`config.mk`:
```
export PLATFORM = sky130hd
export DESIGN_NAME = dtei_top
export DESIGN_NICKNAME = d
export VERILOG_FILES = /design/src/verilog/dtei_pkg.sv /design/src/verilog/dtei_top.sv
export SDC_FILE = /design/constraint.sdc
export NUM_CORES = 1
export LEC_CHECK = 0
export BUFFER_PORTS_ARGS = -buffer_cell sky130_fd_sc_hd__buf_2
export CAP_MARGIN = 20
export CORE_MARGIN = 2
export CORE_UTILIZATION = 60
export CTS_BUF_LIST = sky130_fd_sc_hd__clkbuf_16
export CTS_CLUSTER_DIAMETER = 150
export DETAILED_ROUTE_END_ITERATION = 16
export HOLD_SLACK_MARGIN = 0.12
export PLACE_DENSITY_LB_ADDON = 0.3
export RECOVER_POWER = 25
export SKIP_CTS_REPAIR_TIMING = 1
export SYNTH_ARGS = -nofsm -noshare
export SYNTH_HDL_FRONTEND = slang
export SYNTH_SLANG_ARGS = --single-unit
```
`constraint.sdc`:
```
create_clock -name clk -period 7.5 [get_ports clk]
set_clock_uncertainty 0.2 [all_clocks]
set_input_delay 1.5 -clock clk [delete_from_list [all_inputs] [get_ports clk]]
set_output_delay 1.5 -clock clk [all_outputs]
set_load 0.05 [all_outputs]
```
`src/verilog/dtei_pkg.sv`:
```
// Purpose: Shared constants and types for the dual timer and external interrupt unit
// Assumes: Registers hold 8-bit data in the low byte of a 32-bit Avalon-MM word
// Notes: Register byte address is four times the register index
package dtei_pkg;
    localparam int ADDR_W = 10;
    localparam int DATA_W = 32;
    localparam int IRQ_W = 4;
    localparam int PRE_W = 12;
    // Register indices
    localparam logic [7:0] IDX_TCTL = 8'h88;
    localparam logic [7:0] IDX_TIMER_MODE_SELECT = 8'h89;
    localparam logic [7:0] IDX_TL_A = 8'h8a;
    localparam logic [7:0] IDX_TL_B = 8'h8b;
    localparam logic [7:0] IDX_TH_A = 8'h8c;
    localparam logic [7:0] IDX_TH_B = 8'h8d;
    localparam logic [7:0] IDX_CKPS = 8'h8e;
    localparam logic [7:0] IDX_CLKCFG = 8'h8f;
    localparam logic [7:0] IDX_ISTAT = 8'h90;
    localparam logic [7:0] IDX_IMASK = 8'h91;
    localparam logic [7:0] CKPS_RST = 8'h01;
    localparam logic [7:0] BYTE_ZERO = 8'h00;
    localparam logic [7:0] BYTE_MAX = 8'hff;
    localparam logic [4:0] LOW5_MAX = 5'h1f;
    localparam logic [15:0] WORD_MAX = 16'hffff;
    localparam logic [1:0] DIV_SLOW = 2'h3;
    localparam logic [1:0] DIV_FULL = 2'h0;
    // Oscillator clocks per timer count
    localparam logic [PRE_W-1:0] PER_STD = 12'h00c;
    localparam logic [PRE_W-1:0] PER_STD_SLOW = 12'hc00;
    localparam logic [PRE_W-1:0] PER_FAST_SLOW = 12'h400;
    localparam logic [PRE_W-1:0] PER_X4 = 12'h001;
    localparam logic [PRE_W-1:0] PER_X2 = 12'h002;
    localparam logic [PRE_W-1:0] PER_DIV = 12'h004;
    // Interrupt status, mask and vector acknowledge bit positions
    localparam int EV_TF_A = 0;
    localparam int EV_TF_B = 1;
    localparam int EV_EX_A = 2;
    localparam int EV_EX_B = 3;

    typedef enum logic [1:0] {DTEI_M13, DTEI_M16, DTEI_M8R, DTEI_MSPLIT} dtei_mode_t;

    typedef struct packed {
        logic timer_b_overflow_flag;
        logic timer_b_run;
        logic timer_a_overflow_flag;
        logic timer_a_run;
        logic ext_irq_b_detect;
        logic ext_irq_b_type;
        logic ext_irq_a_detect;
        logic ext_irq_a_type;
    } dtei_tctl_t;

    typedef struct packed {
        logic gate;
        logic count_sel;
        dtei_mode_t mode;
    } dtei_tmode_t;

    typedef struct packed {
        dtei_tmode_t b;
        dtei_tmode_t a;
    } dtei_timer_mode_select_t;

    typedef struct packed {
        logic [1:0] wdog_sel;
        logic t2_sel;
        logic timer_b_clock_select;
        logic timer_a_clock_select;
        logic [2:0] stretch;
    } dtei_ckps_t;

    typedef struct packed {
        logic [1:0] clock_divider_field;
        logic clock_multiplier_select;
        logic [2:0] unused;
        logic timer_b_high_speed_select;
        logic timer_a_high_speed_select;
    } dtei_clkcfg_t;

    typedef struct packed {
        logic read;
        logic write;
        logic [ADDR_W-1:0] address;
        logic [3:0] byteenable;
        logic [DATA_W-1:0] writedata;
    } dtei_avs_req_t;
endpackage

```
`src/verilog/dtei_top.sv`:
```
// Purpose: Two 8/16-bit timer/counters with external interrupt edge/level detect
// Assumes: Single clock at 100 MHz, Avalon-MM slave with one wait state
// Notes: Pins are synchronised through three flops before use
// Notes on behaviour
// - Timer b overflow sets its flag outside timer a mode 11, where split high byte overflow sets it; software zero or vectoring clears it.
// - Timer a overflow sets its flag; software zero or vectoring clears it.
// - A timer counts only while its run bit is one, else holds; in timer a mode 11 the high byte follows the timer b run bit.
// - Edge type: falling pin edge sets detect flag until cleared or vectored.
// - Level type: detect flag mirrors inverted pin level, no latching.
// - Type bit zero means level, one means edge for each pin.
// - Gate set: timer counts only while run is one and pin high.
// - Count select zero uses prescaled clock, one uses count pin pulses.
// - Mode 00 is 13-bit, 01 is 16-bit, 10 is 8-bit auto-reload.
// - Timer b mode 11 halts timer b and keeps its count.
// - Timer a mode 11 splits bytes; low runs on a, high on b.
// - Count bytes are separate read/write registers resetting to zero.
// - Count period is 12, 1, 2, 4, 3072 or 1024 oscillator clocks.
// - High-speed select clocks the timer every system clock.
//
// Decided for this implementation: the Avalon-MM slave port.
`timescale 1ns/1ns
module dtei_top (
    input wire logic clk,
    input wire logic rst_n,
    input dtei_pkg::dtei_avs_req_t avs_req,
    output logic [dtei_pkg::DATA_W-1:0] avs_readdata,
    output logic avs_waitrequest,
    input wire logic ext_irq_a_pin,
    input wire logic ext_irq_b_pin,
    input wire logic timer_a_count_pin,
    input wire logic timer_b_count_pin,
    input wire logic [dtei_pkg::IRQ_W-1:0] vec_ack,
    output logic irq
);
    import dtei_pkg::*;

    logic [3:0] pin_raw;
    logic [3:0] s1_r;
    logic [3:0] s2_r;
    logic [3:0] s3_r;
    logic [3:0] pin_f_r;
    logic [3:0] agree;
    logic [3:0] pin_fall;
    logic waitrequest_r;
    logic [DATA_W-1:0] readdata_r;
    logic irq_r;
    dtei_tctl_t tctl_r;
    dtei_tctl_t tctl_nxt;
    dtei_timer_mode_select_t timer_mode_select_r;
    dtei_ckps_t ckps_r;
    dtei_clkcfg_t clkcfg_r;
    logic [IRQ_W-1:0] istat_r;
    logic [IRQ_W-1:0] imask_r;
    logic [IRQ_W-1:0] ev;
    logic [7:0] tl_r [2];
    logic [7:0] th_r [2];
    logic [7:0] tl_nxt [2];
    logic [7:0] th_nxt [2];
    logic [1:0] ovf;
    logic [1:0] tick;
    logic [1:0] hs;
    logic [1:0] csel;
    logic [PRE_W-1:0] pre_r [2];
    logic [7:0] idx;
    logic [7:0] wd;
    logic [7:0] rd_byte;
    logic wr_en;
    logic rd_acc;
    logic wr_cnt;
    logic split;
    logic inc_a;
    logic inc_b;
    logic inc_a_hi;
    logic [16:0] step_a;
    logic [16:0] step_b;

    // Pins idle high; filtered level changes only when flops 2 and 3 agree
    assign pin_raw = {timer_b_count_pin, timer_a_count_pin, ext_irq_b_pin, ext_irq_a_pin};
    assign agree = ~(s2_r ^ s3_r);
    assign pin_fall = agree & ~s3_r & pin_f_r;

    always_ff @(posedge clk)
    begin
        if (!rst_n)
        begin
            s1_r <= 4'hf;
            s2_r <= 4'hf;
            s3_r <= 4'hf;
            pin_f_r <= 4'hf;
        end
        else
        begin
            s1_r <= pin_raw;
            s2_r <= s1_r;
            s3_r <= s2_r;
            pin_f_r <= (pin_f_r & ~agree) | (s3_r & agree);
        end
    end

    // Bus decode; one wait state on every access
    assign idx = avs_req.address[ADDR_W-1:2];
    assign wd = avs_req.writedata[7:0];
    assign wr_en = avs_req.write && !waitrequest_r && avs_req.byteenable[0];
    assign rd_acc = avs_req.read && !waitrequest_r;
    assign wr_cnt = wr_en && (idx >= IDX_TL_A) && (idx <= IDX_TH_B);

    always_ff @(posedge clk)
    begin
        if (!rst_n)
            waitrequest_r <= 1'b1;
        else
            waitrequest_r <= !((avs_req.read || avs_req.write) && waitrequest_r);
    end

    always_comb
    begin
        case (idx)
            IDX_TCTL: rd_byte = tctl_r;
            IDX_TIMER_MODE_SELECT: rd_byte = timer_mode_select_r;
            IDX_TL_A: rd_byte = tl_r[0];
            IDX_TL_B: rd_byte = tl_r[1];
            IDX_TH_A: rd_byte = th_r[0];
            IDX_TH_B: rd_byte = th_r[1];
            IDX_CKPS: rd_byte = ckps_r;
            IDX_CLKCFG: rd_byte = clkcfg_r;
            IDX_ISTAT: rd_byte = {4'h0, istat_r};
            IDX_IMASK: rd_byte = {4'h0, imask_r};
            default: rd_byte = BYTE_ZERO;
        endcase
    end

    // Data is captured in the waiting cycle so it stands at the accept edge
    always_ff @(posedge clk)
    begin
        if (!rst_n)
            readdata_r <= '0;
        else if (avs_req.read && waitrequest_r)
            readdata_r <= {24'h000000, rd_byte};
    end

    always_ff @(posedge clk)
    begin
        if (!rst_n)
        begin
            timer_mode_select_r <= '0;
            ckps_r <= CKPS_RST;
            clkcfg_r <= '0;
            imask_r <= '0;
        end
        else if (wr_en)
        begin
            if (idx == IDX_TIMER_MODE_SELECT)
                timer_mode_select_r <= wd;
            if (idx == IDX_CKPS)
                ckps_r <= wd;
            if (idx == IDX_CLKCFG)
                clkcfg_r <= wd;
            if (idx == IDX_IMASK)
                imask_r <= wd[IRQ_W-1:0];
        end
    end

    function automatic logic [PRE_W-1:0] period(input logic sel, input dtei_clkcfg_t c);
        if (!sel)
            period = (c.clock_divider_field == DIV_SLOW) ? PER_STD_SLOW : PER_STD;
        else if (c.clock_divider_field == DIV_SLOW)
            period = PER_FAST_SLOW;
        else if (c.clock_divider_field == DIV_FULL)
            period = c.clock_multiplier_select ? PER_X4 : PER_X2;
        else
            period = PER_DIV;
    endfunction

    assign hs = {clkcfg_r.timer_b_high_speed_select, clkcfg_r.timer_a_high_speed_select};
    assign csel = {ckps_r.timer_b_clock_select, ckps_r.timer_a_clock_select};

    generate
        for (genvar g = 0; g < 2; g++)
        begin : g_pre
            logic [PRE_W-1:0] per;
            logic hit;
            assign per = period(csel[g], clkcfg_r);
            assign hit = pre_r[g] >= (per - PER_X4);
            assign tick[g] = hs[g] || hit;
            always_ff @(posedge clk)
            begin
                if (!rst_n || hit)
                    pre_r[g] <= '0;
                else
                    pre_r[g] <= pre_r[g] + PER_X4;
            end
        end
    endgenerate

    // one count step; bit 16 is the wrap
    function automatic logic [16:0] step(input dtei_mode_t m, input logic [7:0] tl,
                                         input logic [7:0] th, input logic inc);
        logic [16:0] r;
        r = {1'b0, th, tl};
        if (inc)
        begin
            unique case (m)
                DTEI_M13:
                begin
                    r[4:0] = tl[4:0] + 5'h01;
                    if (tl[4:0] == LOW5_MAX)
                    begin
                        r[15:8] = th + 8'h01;
                        r[16] = (th == BYTE_MAX);
                    end
                end
                DTEI_M16: r = {({th, tl} == WORD_MAX), {th, tl} + 16'h0001};
                DTEI_M8R:
                begin
                    r[7:0] = (tl == BYTE_MAX) ? th : tl + 8'h01;
                    r[16] = (tl == BYTE_MAX);
                end
                DTEI_MSPLIT:
                begin
                    r[7:0] = tl + 8'h01;
                    r[16] = (tl == BYTE_MAX);
                end
            endcase
        end
        return r;
    endfunction

    assign split = (timer_mode_select_r.a.mode == DTEI_MSPLIT);
    assign inc_a = tctl_r.timer_a_run && (!timer_mode_select_r.a.gate || pin_f_r[0])
                   && (timer_mode_select_r.a.count_sel ? pin_fall[2] : tick[0]);
    // timer b halted in mode 11
    assign inc_b = tctl_r.timer_b_run && (!timer_mode_select_r.b.gate || pin_f_r[1])
                   && (timer_mode_select_r.b.count_sel ? pin_fall[3] : tick[1])
                   && (timer_mode_select_r.b.mode != DTEI_MSPLIT);
    // split high byte runs on timer b run
    assign inc_a_hi = split && tctl_r.timer_b_run && tick[0];
    assign step_a = step(timer_mode_select_r.a.mode, tl_r[0], th_r[0], inc_a);
    assign step_b = step(timer_mode_select_r.b.mode, tl_r[1], th_r[1], inc_b);

    always_comb
    begin
        tl_nxt[0] = step_a[7:0];
        tl_nxt[1] = step_b[7:0];
        th_nxt[1] = step_b[15:8];
        ovf[0] = step_a[16];
        if (split)
        begin
            // split high byte owns the timer b flag
            th_nxt[0] = th_r[0] + {7'h00, inc_a_hi};
            ovf[1] = inc_a_hi && (th_r[0] == BYTE_MAX);
        end
        else
        begin
            th_nxt[0] = step_a[15:8];
            ovf[1] = step_b[16];
        end
    end

    // bus write wins over counting in the same cycle
    always_ff @(posedge clk)
    begin
        if (!rst_n)
        begin
            tl_r[0] <= '0;
            tl_r[1] <= '0;
            th_r[0] <= '0;
            th_r[1] <= '0;
        end
        else
        begin
            tl_r[0] <= (wr_en && idx == IDX_TL_A) ? wd : tl_nxt[0];
            tl_r[1] <= (wr_en && idx == IDX_TL_B) ? wd : tl_nxt[1];
            th_r[0] <= (wr_en && idx == IDX_TH_A) ? wd : th_nxt[0];
            th_r[1] <= (wr_en && idx == IDX_TH_B) ? wd : th_nxt[1];
        end
    end

    // Flag set wins over software or vector clear
    always_comb
    begin
        logic wt;
        dtei_tctl_t w;
        wt = wr_en && (idx == IDX_TCTL);
        w = wd;
        tctl_nxt = tctl_r;
        if (wt)
        begin
            tctl_nxt = w;
        end
        else
        begin
            tctl_nxt.timer_a_overflow_flag = tctl_r.timer_a_overflow_flag && !vec_ack[EV_TF_A];
            tctl_nxt.timer_b_overflow_flag = tctl_r.timer_b_overflow_flag && !vec_ack[EV_TF_B];
            tctl_nxt.ext_irq_a_detect = tctl_r.ext_irq_a_detect && !vec_ack[EV_EX_A];
            tctl_nxt.ext_irq_b_detect = tctl_r.ext_irq_b_detect && !vec_ack[EV_EX_B];
        end
        tctl_nxt.timer_a_overflow_flag = tctl_nxt.timer_a_overflow_flag || ovf[0];
        tctl_nxt.timer_b_overflow_flag = tctl_nxt.timer_b_overflow_flag || ovf[1];
        if (tctl_r.ext_irq_a_type)
            tctl_nxt.ext_irq_a_detect = tctl_nxt.ext_irq_a_detect || pin_fall[0];
        else
            tctl_nxt.ext_irq_a_detect = !pin_f_r[0];
        if (tctl_r.ext_irq_b_type)
            tctl_nxt.ext_irq_b_detect = tctl_nxt.ext_irq_b_detect || pin_fall[1];
        else
            tctl_nxt.ext_irq_b_detect = !pin_f_r[1];
    end

    always_ff @(posedge clk)
    begin
        if (!rst_n)
            tctl_r <= '0;
        else
            tctl_r <= tctl_nxt;
    end

    // Events are overflow pulses and rising detect flags; read clears only bits the reader saw
    assign ev = {tctl_nxt.ext_irq_b_detect && !tctl_r.ext_irq_b_detect,
                 tctl_nxt.ext_irq_a_detect && !tctl_r.ext_irq_a_detect,
                 ovf[1], ovf[0]};

    always_ff @(posedge clk)
    begin
        if (!rst_n)
        begin
            istat_r <= '0;
            irq_r <= 1'b0;
        end
        else
        begin
            if (rd_acc && idx == IDX_ISTAT)
                istat_r <= (istat_r & ~readdata_r[IRQ_W-1:0]) | ev;
            else
                istat_r <= istat_r | ev;
            irq_r <= |(istat_r & imask_r);
        end
    end

    assign avs_readdata = readdata_r;
    assign avs_waitrequest = waitrequest_r;
    assign irq = irq_r;
endmodule

```
==> impl_metrics.csv <==
group,metric,value,unit
floorplanning,io_pins,92,
worst_setup_path,worst_setup_path_start_kind,"input port",
cts,cts_buffer_depth,2,
min_path,hold_class,"flop to flop",
cts,numCtsBuffers,17,
sta,period_needed,5.21,ns
floorplanning,die_area,13700,um^2
pwr,power.leakage,3.35,nW
worst_setup_path,critical_path_required,7.62,ns
sta,hold_viol,0,
grt,antenna_found_initial,0,
cts,clkSinkCount,122,
grt,grt_pass1_vias,6442,
worst_setup_path,critical_path_buf_inv_count,4,
worst_setup_path,critPathCaptureType,"flop",
worst_setup_path,path_max_fanout,49,
logic_synthesis,syn_avg_cell_area,7.95,um^2
sta,fin_tns_setup,0,ns
logic_synthesis,synthSimpleGateAreaFrac,0.241,
floorplanning,fp.dieH,117,um
place,gp_congestion,0.956,
worst_setup_path,cpLargestDelayFamily,"buffers and inverters",
sta,period_share,0.694,
place,dp_hpwl,14900,um
logic_synthesis,synth_mux_area_frac,0.0389,
grt,grt_pass1_wl,33300,um
logic_synthesis,synthXorXnorAreaFrac,0.0389,
logic_synthesis,netlist_area,7660,um^2
worst_setup_path,slowest_delay,1.27,ns
grt,grt_start_max_net_pins,50,
logic_synthesis,syn_inst,963,
final_layout,diodes,0,
cts,clk_pin_slew,0.06,ns
pwr,vdd_drop_max,136,uV
worst_setup_path,critPathSlowestCell,"clkbuf_1",
floorplanning,start_util,0.612,
floorplanning,coreArea,12500,um^2
sta,relSlewSlack,-0.649,
worst_setup_path,crit_path_cell_trace,"clkbuf_1 -> clkbuf_1 -> clkinv_1 -> clkbuf_1 -> o32ai_1",
cts,clockRootBuffer,"clkbuf_16",
final_layout,nFillCells,1108,
place,port_buffers,38,
logic_synthesis,synthAdderAreaFrac,0.0931,
pwr,powerDensity,189,nW/um^2
route,drcViolationCount,0,
logic_synthesis,ys_dominant_reg_cell,"dfxtp_1",
final_layout,drive_gt1_frac,0.0825,
logic_synthesis,ys_ff_latch,122,
route,drt_iter0_markers,887,
status,status,"finished, violations left",
logic_synthesis,synth_edf_count,0,
logic_synthesis,synthTopCellsByArea,"dfxtp_1 32%, ha_1 9.3%, nand2_1 6.0%, nor2_1 4.4%, a21oi_1 4.3%",
route,drt-met1-wl,8970,um
sta,clock.fmax,0.192,GHz
route,route.met3.wl,2230,um
status,violations,"max-capacitance violations, max-slew violations",
cts,h-tree-depth,4,
sta,rsz0062_at_grt,"no",
pwr,power.total,1.59,mW
sta,slew_violations,83,
worst_setup_path,critPathKind,"input port to flop",
logic_synthesis,synth.top_cell.area_share,0.319,
sta,worstMarginPinSlew,2.47,ns
worst_setup_path,crit_path_frequent_cell,"clkbuf_1",
route,top_layer_used,"met4",
logic_synthesis,synth_compound_area_frac,0.199,
final_layout,final_util,0.673,
logic_synthesis,ys_types,71,
final_layout,nets,1097,
route,vias,7242,
logic_synthesis,synth_top_cell_by_area,"dfxtp_1",
final_layout,area_delta_synth_final,10.0,%
cts,worstSkewPairLatency,0.43,ns
run,cap_violations,2,
floorplanning,row_count,41,
floorplanning,die_x,117,um
route,drt-total-wl,21100,um
logic_synthesis,seq_area_frac_synth,0.319,
cts,cts_tree,"built",
logic_synthesis,synth_top_family_by_area,"simple AND/OR/NAND/NOR gates",
sta,final-setup-viol-count,0,
route,drtPass1Iterations,9,
route,viasPerCell,6.21,
grt,grt_overflow,0,
logic_synthesis,ys_warn_count,0,
worst_setup_path,cp.arrival,5.33,ns
route,wl_per_cell,18.1,um
route,wl_met2,9090,um
route,drt.antenna.violating_nets,0,
logic_synthesis,async_flop_share,0,
grt,grt_usage,0.317,
through the flow:
stage	instance area [um^2]	cells	setup slack, ns	hold WS [ns]
2_1_floorplan	7750	986	3.26	0.186
4_1_cts	8450	1166	2.59	0.205
5_1_grt	8430	1166	1.90	0.218
3_5_place_dp	7850	1135	2.61	0.192
6_report	8430	1166	2.29	0.204
3_3_place_gp	7850	1135	2.66	0.193
Yosys cell counts, types with 19 or more instances:
cell      count
clkbuf_1     33
nand3_1      54
nand2_1     122
a21oi_1      66
dfxtp_1     122
buf_4        25
nor2_1       90
nand4_1      21
o21ai_0      28
mux2i_1      23
ha_1         57
a22oi_1      26
and3_1       19
inv_1        47
per-layer routing:
layer / vias to the layer above / GRT usage
met1: 3317 / 0.440
li1: 3476 / -
met4: 0 / 0.140
met3: 64 / 0.0752
met2: 385 / 0.469
met5: - / 0
worst paths after layout:
check                           cells after the start  slack [ns]         from    endpoint
worst max-delay path                                5        2.29        rst_n  th_r[0][4]
worst min-delay path                                1        0.20      s1_r[0]     s2_r[0]
worst max register to register                     21        2.43  clkcfg_r[7]  th_r[0][6]
worst min register to register                      1        0.20      s1_r[0]     s2_r[0]
cells by family (layout without fill, tap and decap cells):
family,after synthesis,in the layout
simple gates,383,383
buf+inv,115,123
compound gates,223,223
fa+ha+maj,57,57
mux,28,28
flops,122,122
other cells,1,24
xor+xnor,34,34
worst reg2reg max path, stage by stage, from the launching register on:
cell	delay, ns
dfxtp_1	0.34
ha_1	0.30
inv_1	0.17
nand2_1	0.11
or3_1	0.33
ha_1	0.23
ha_1	0.21
xnor2_1	0.14
ha_1	0.30
nand4_1	0.13
nor3_1	0.08
a2111oi_0	0.68
a21oi_1	0.28
ha_1	0.29
ha_1	0.21
nand3_1	0.15
nor2_1	0.08
xnor2_1	0.12
a21oi_1	0.14
o21ai_0	0.10
o21ai_0	0.19
a21oi_1	0.08
sequential cells by signal, summed over array words and instances, names as in the netlist, 4 cells and up, named ones only:
signal               count
th_r                    16
s1_r                     4
avs_readdata             8
s2_r                     4
imask_r                  4
tctl_r                   8
tl_r                    16
istat_r                  4
pre_r                   24
ckps_r                   8
clkcfg_r                 8
timer_mode_select_r      8
s3_r                     4
area by class of cell:
| cell class | count | area [um^2] | share of cell area |
|---|---|---|---|
| clock buffer | 17 | 425 | 0.0505 |
| clock inverter | 14 | 174 | 0.0206 |
| inverter | 48 | 180 | 0.0214 |
| multi-input combinational | 749 | 4780 | 0.567 |
| sequential | 122 | 2440 | 0.290 |
| tap | 172 | 215 | 0.0255 |
| timing repair buffer | 44 | 214 | 0.0254 |
layout by cell type, fill, tap and decap left out, types with 6 or more instances in the layout:
master | Yosys | final
nand2b_1 | 13 | 13
conb_1 | 1 | 24
a32oi_1 | 6 | 6
a31oi_1 | 6 | 6
xnor2_1 | 17 | 17
a21oi_1 | 66 | 66
a21o_1 | 10 | 10
nand2_1 | 122 | 122
buf_2 | 6 | 27
o221ai_1 | 6 | 6
clkbuf_1 | 33 | 13
mux2i_1 | 23 | 23
dfxtp_1 | 122 | 122
clkbuf_16 | 0 | 17
o211ai_1 | 11 | 11
a211oi_1 | 7 | 7
or3_1 | 6 | 6
xor2_1 | 17 | 17
and3_1 | 19 | 19
nor2_1 | 90 | 90
o22ai_1 | 6 | 6
o21ai_0 | 28 | 28
inv_1 | 47 | 47
nand4_1 | 21 | 21
ha_1 | 57 | 57
a22oi_1 | 26 | 26
nor3_1 | 18 | 18
nand3_1 | 54 | 54
nor2b_1 | 6 | 6
report_power, final:
| group | total [mW] | leakage [nW] | switching (mW) | internal, mW |
|---|---|---|---|---|
| sequential | 0.664 | 0.987 | 0.00751 | 0.657 |
| clock | 0.835 | 0.285 | 0.314 | 0.521 |
| combinational | 0.0951 | 2.08 | 0.0739 | 0.0212 |
(Power assumes the default switching activity.)
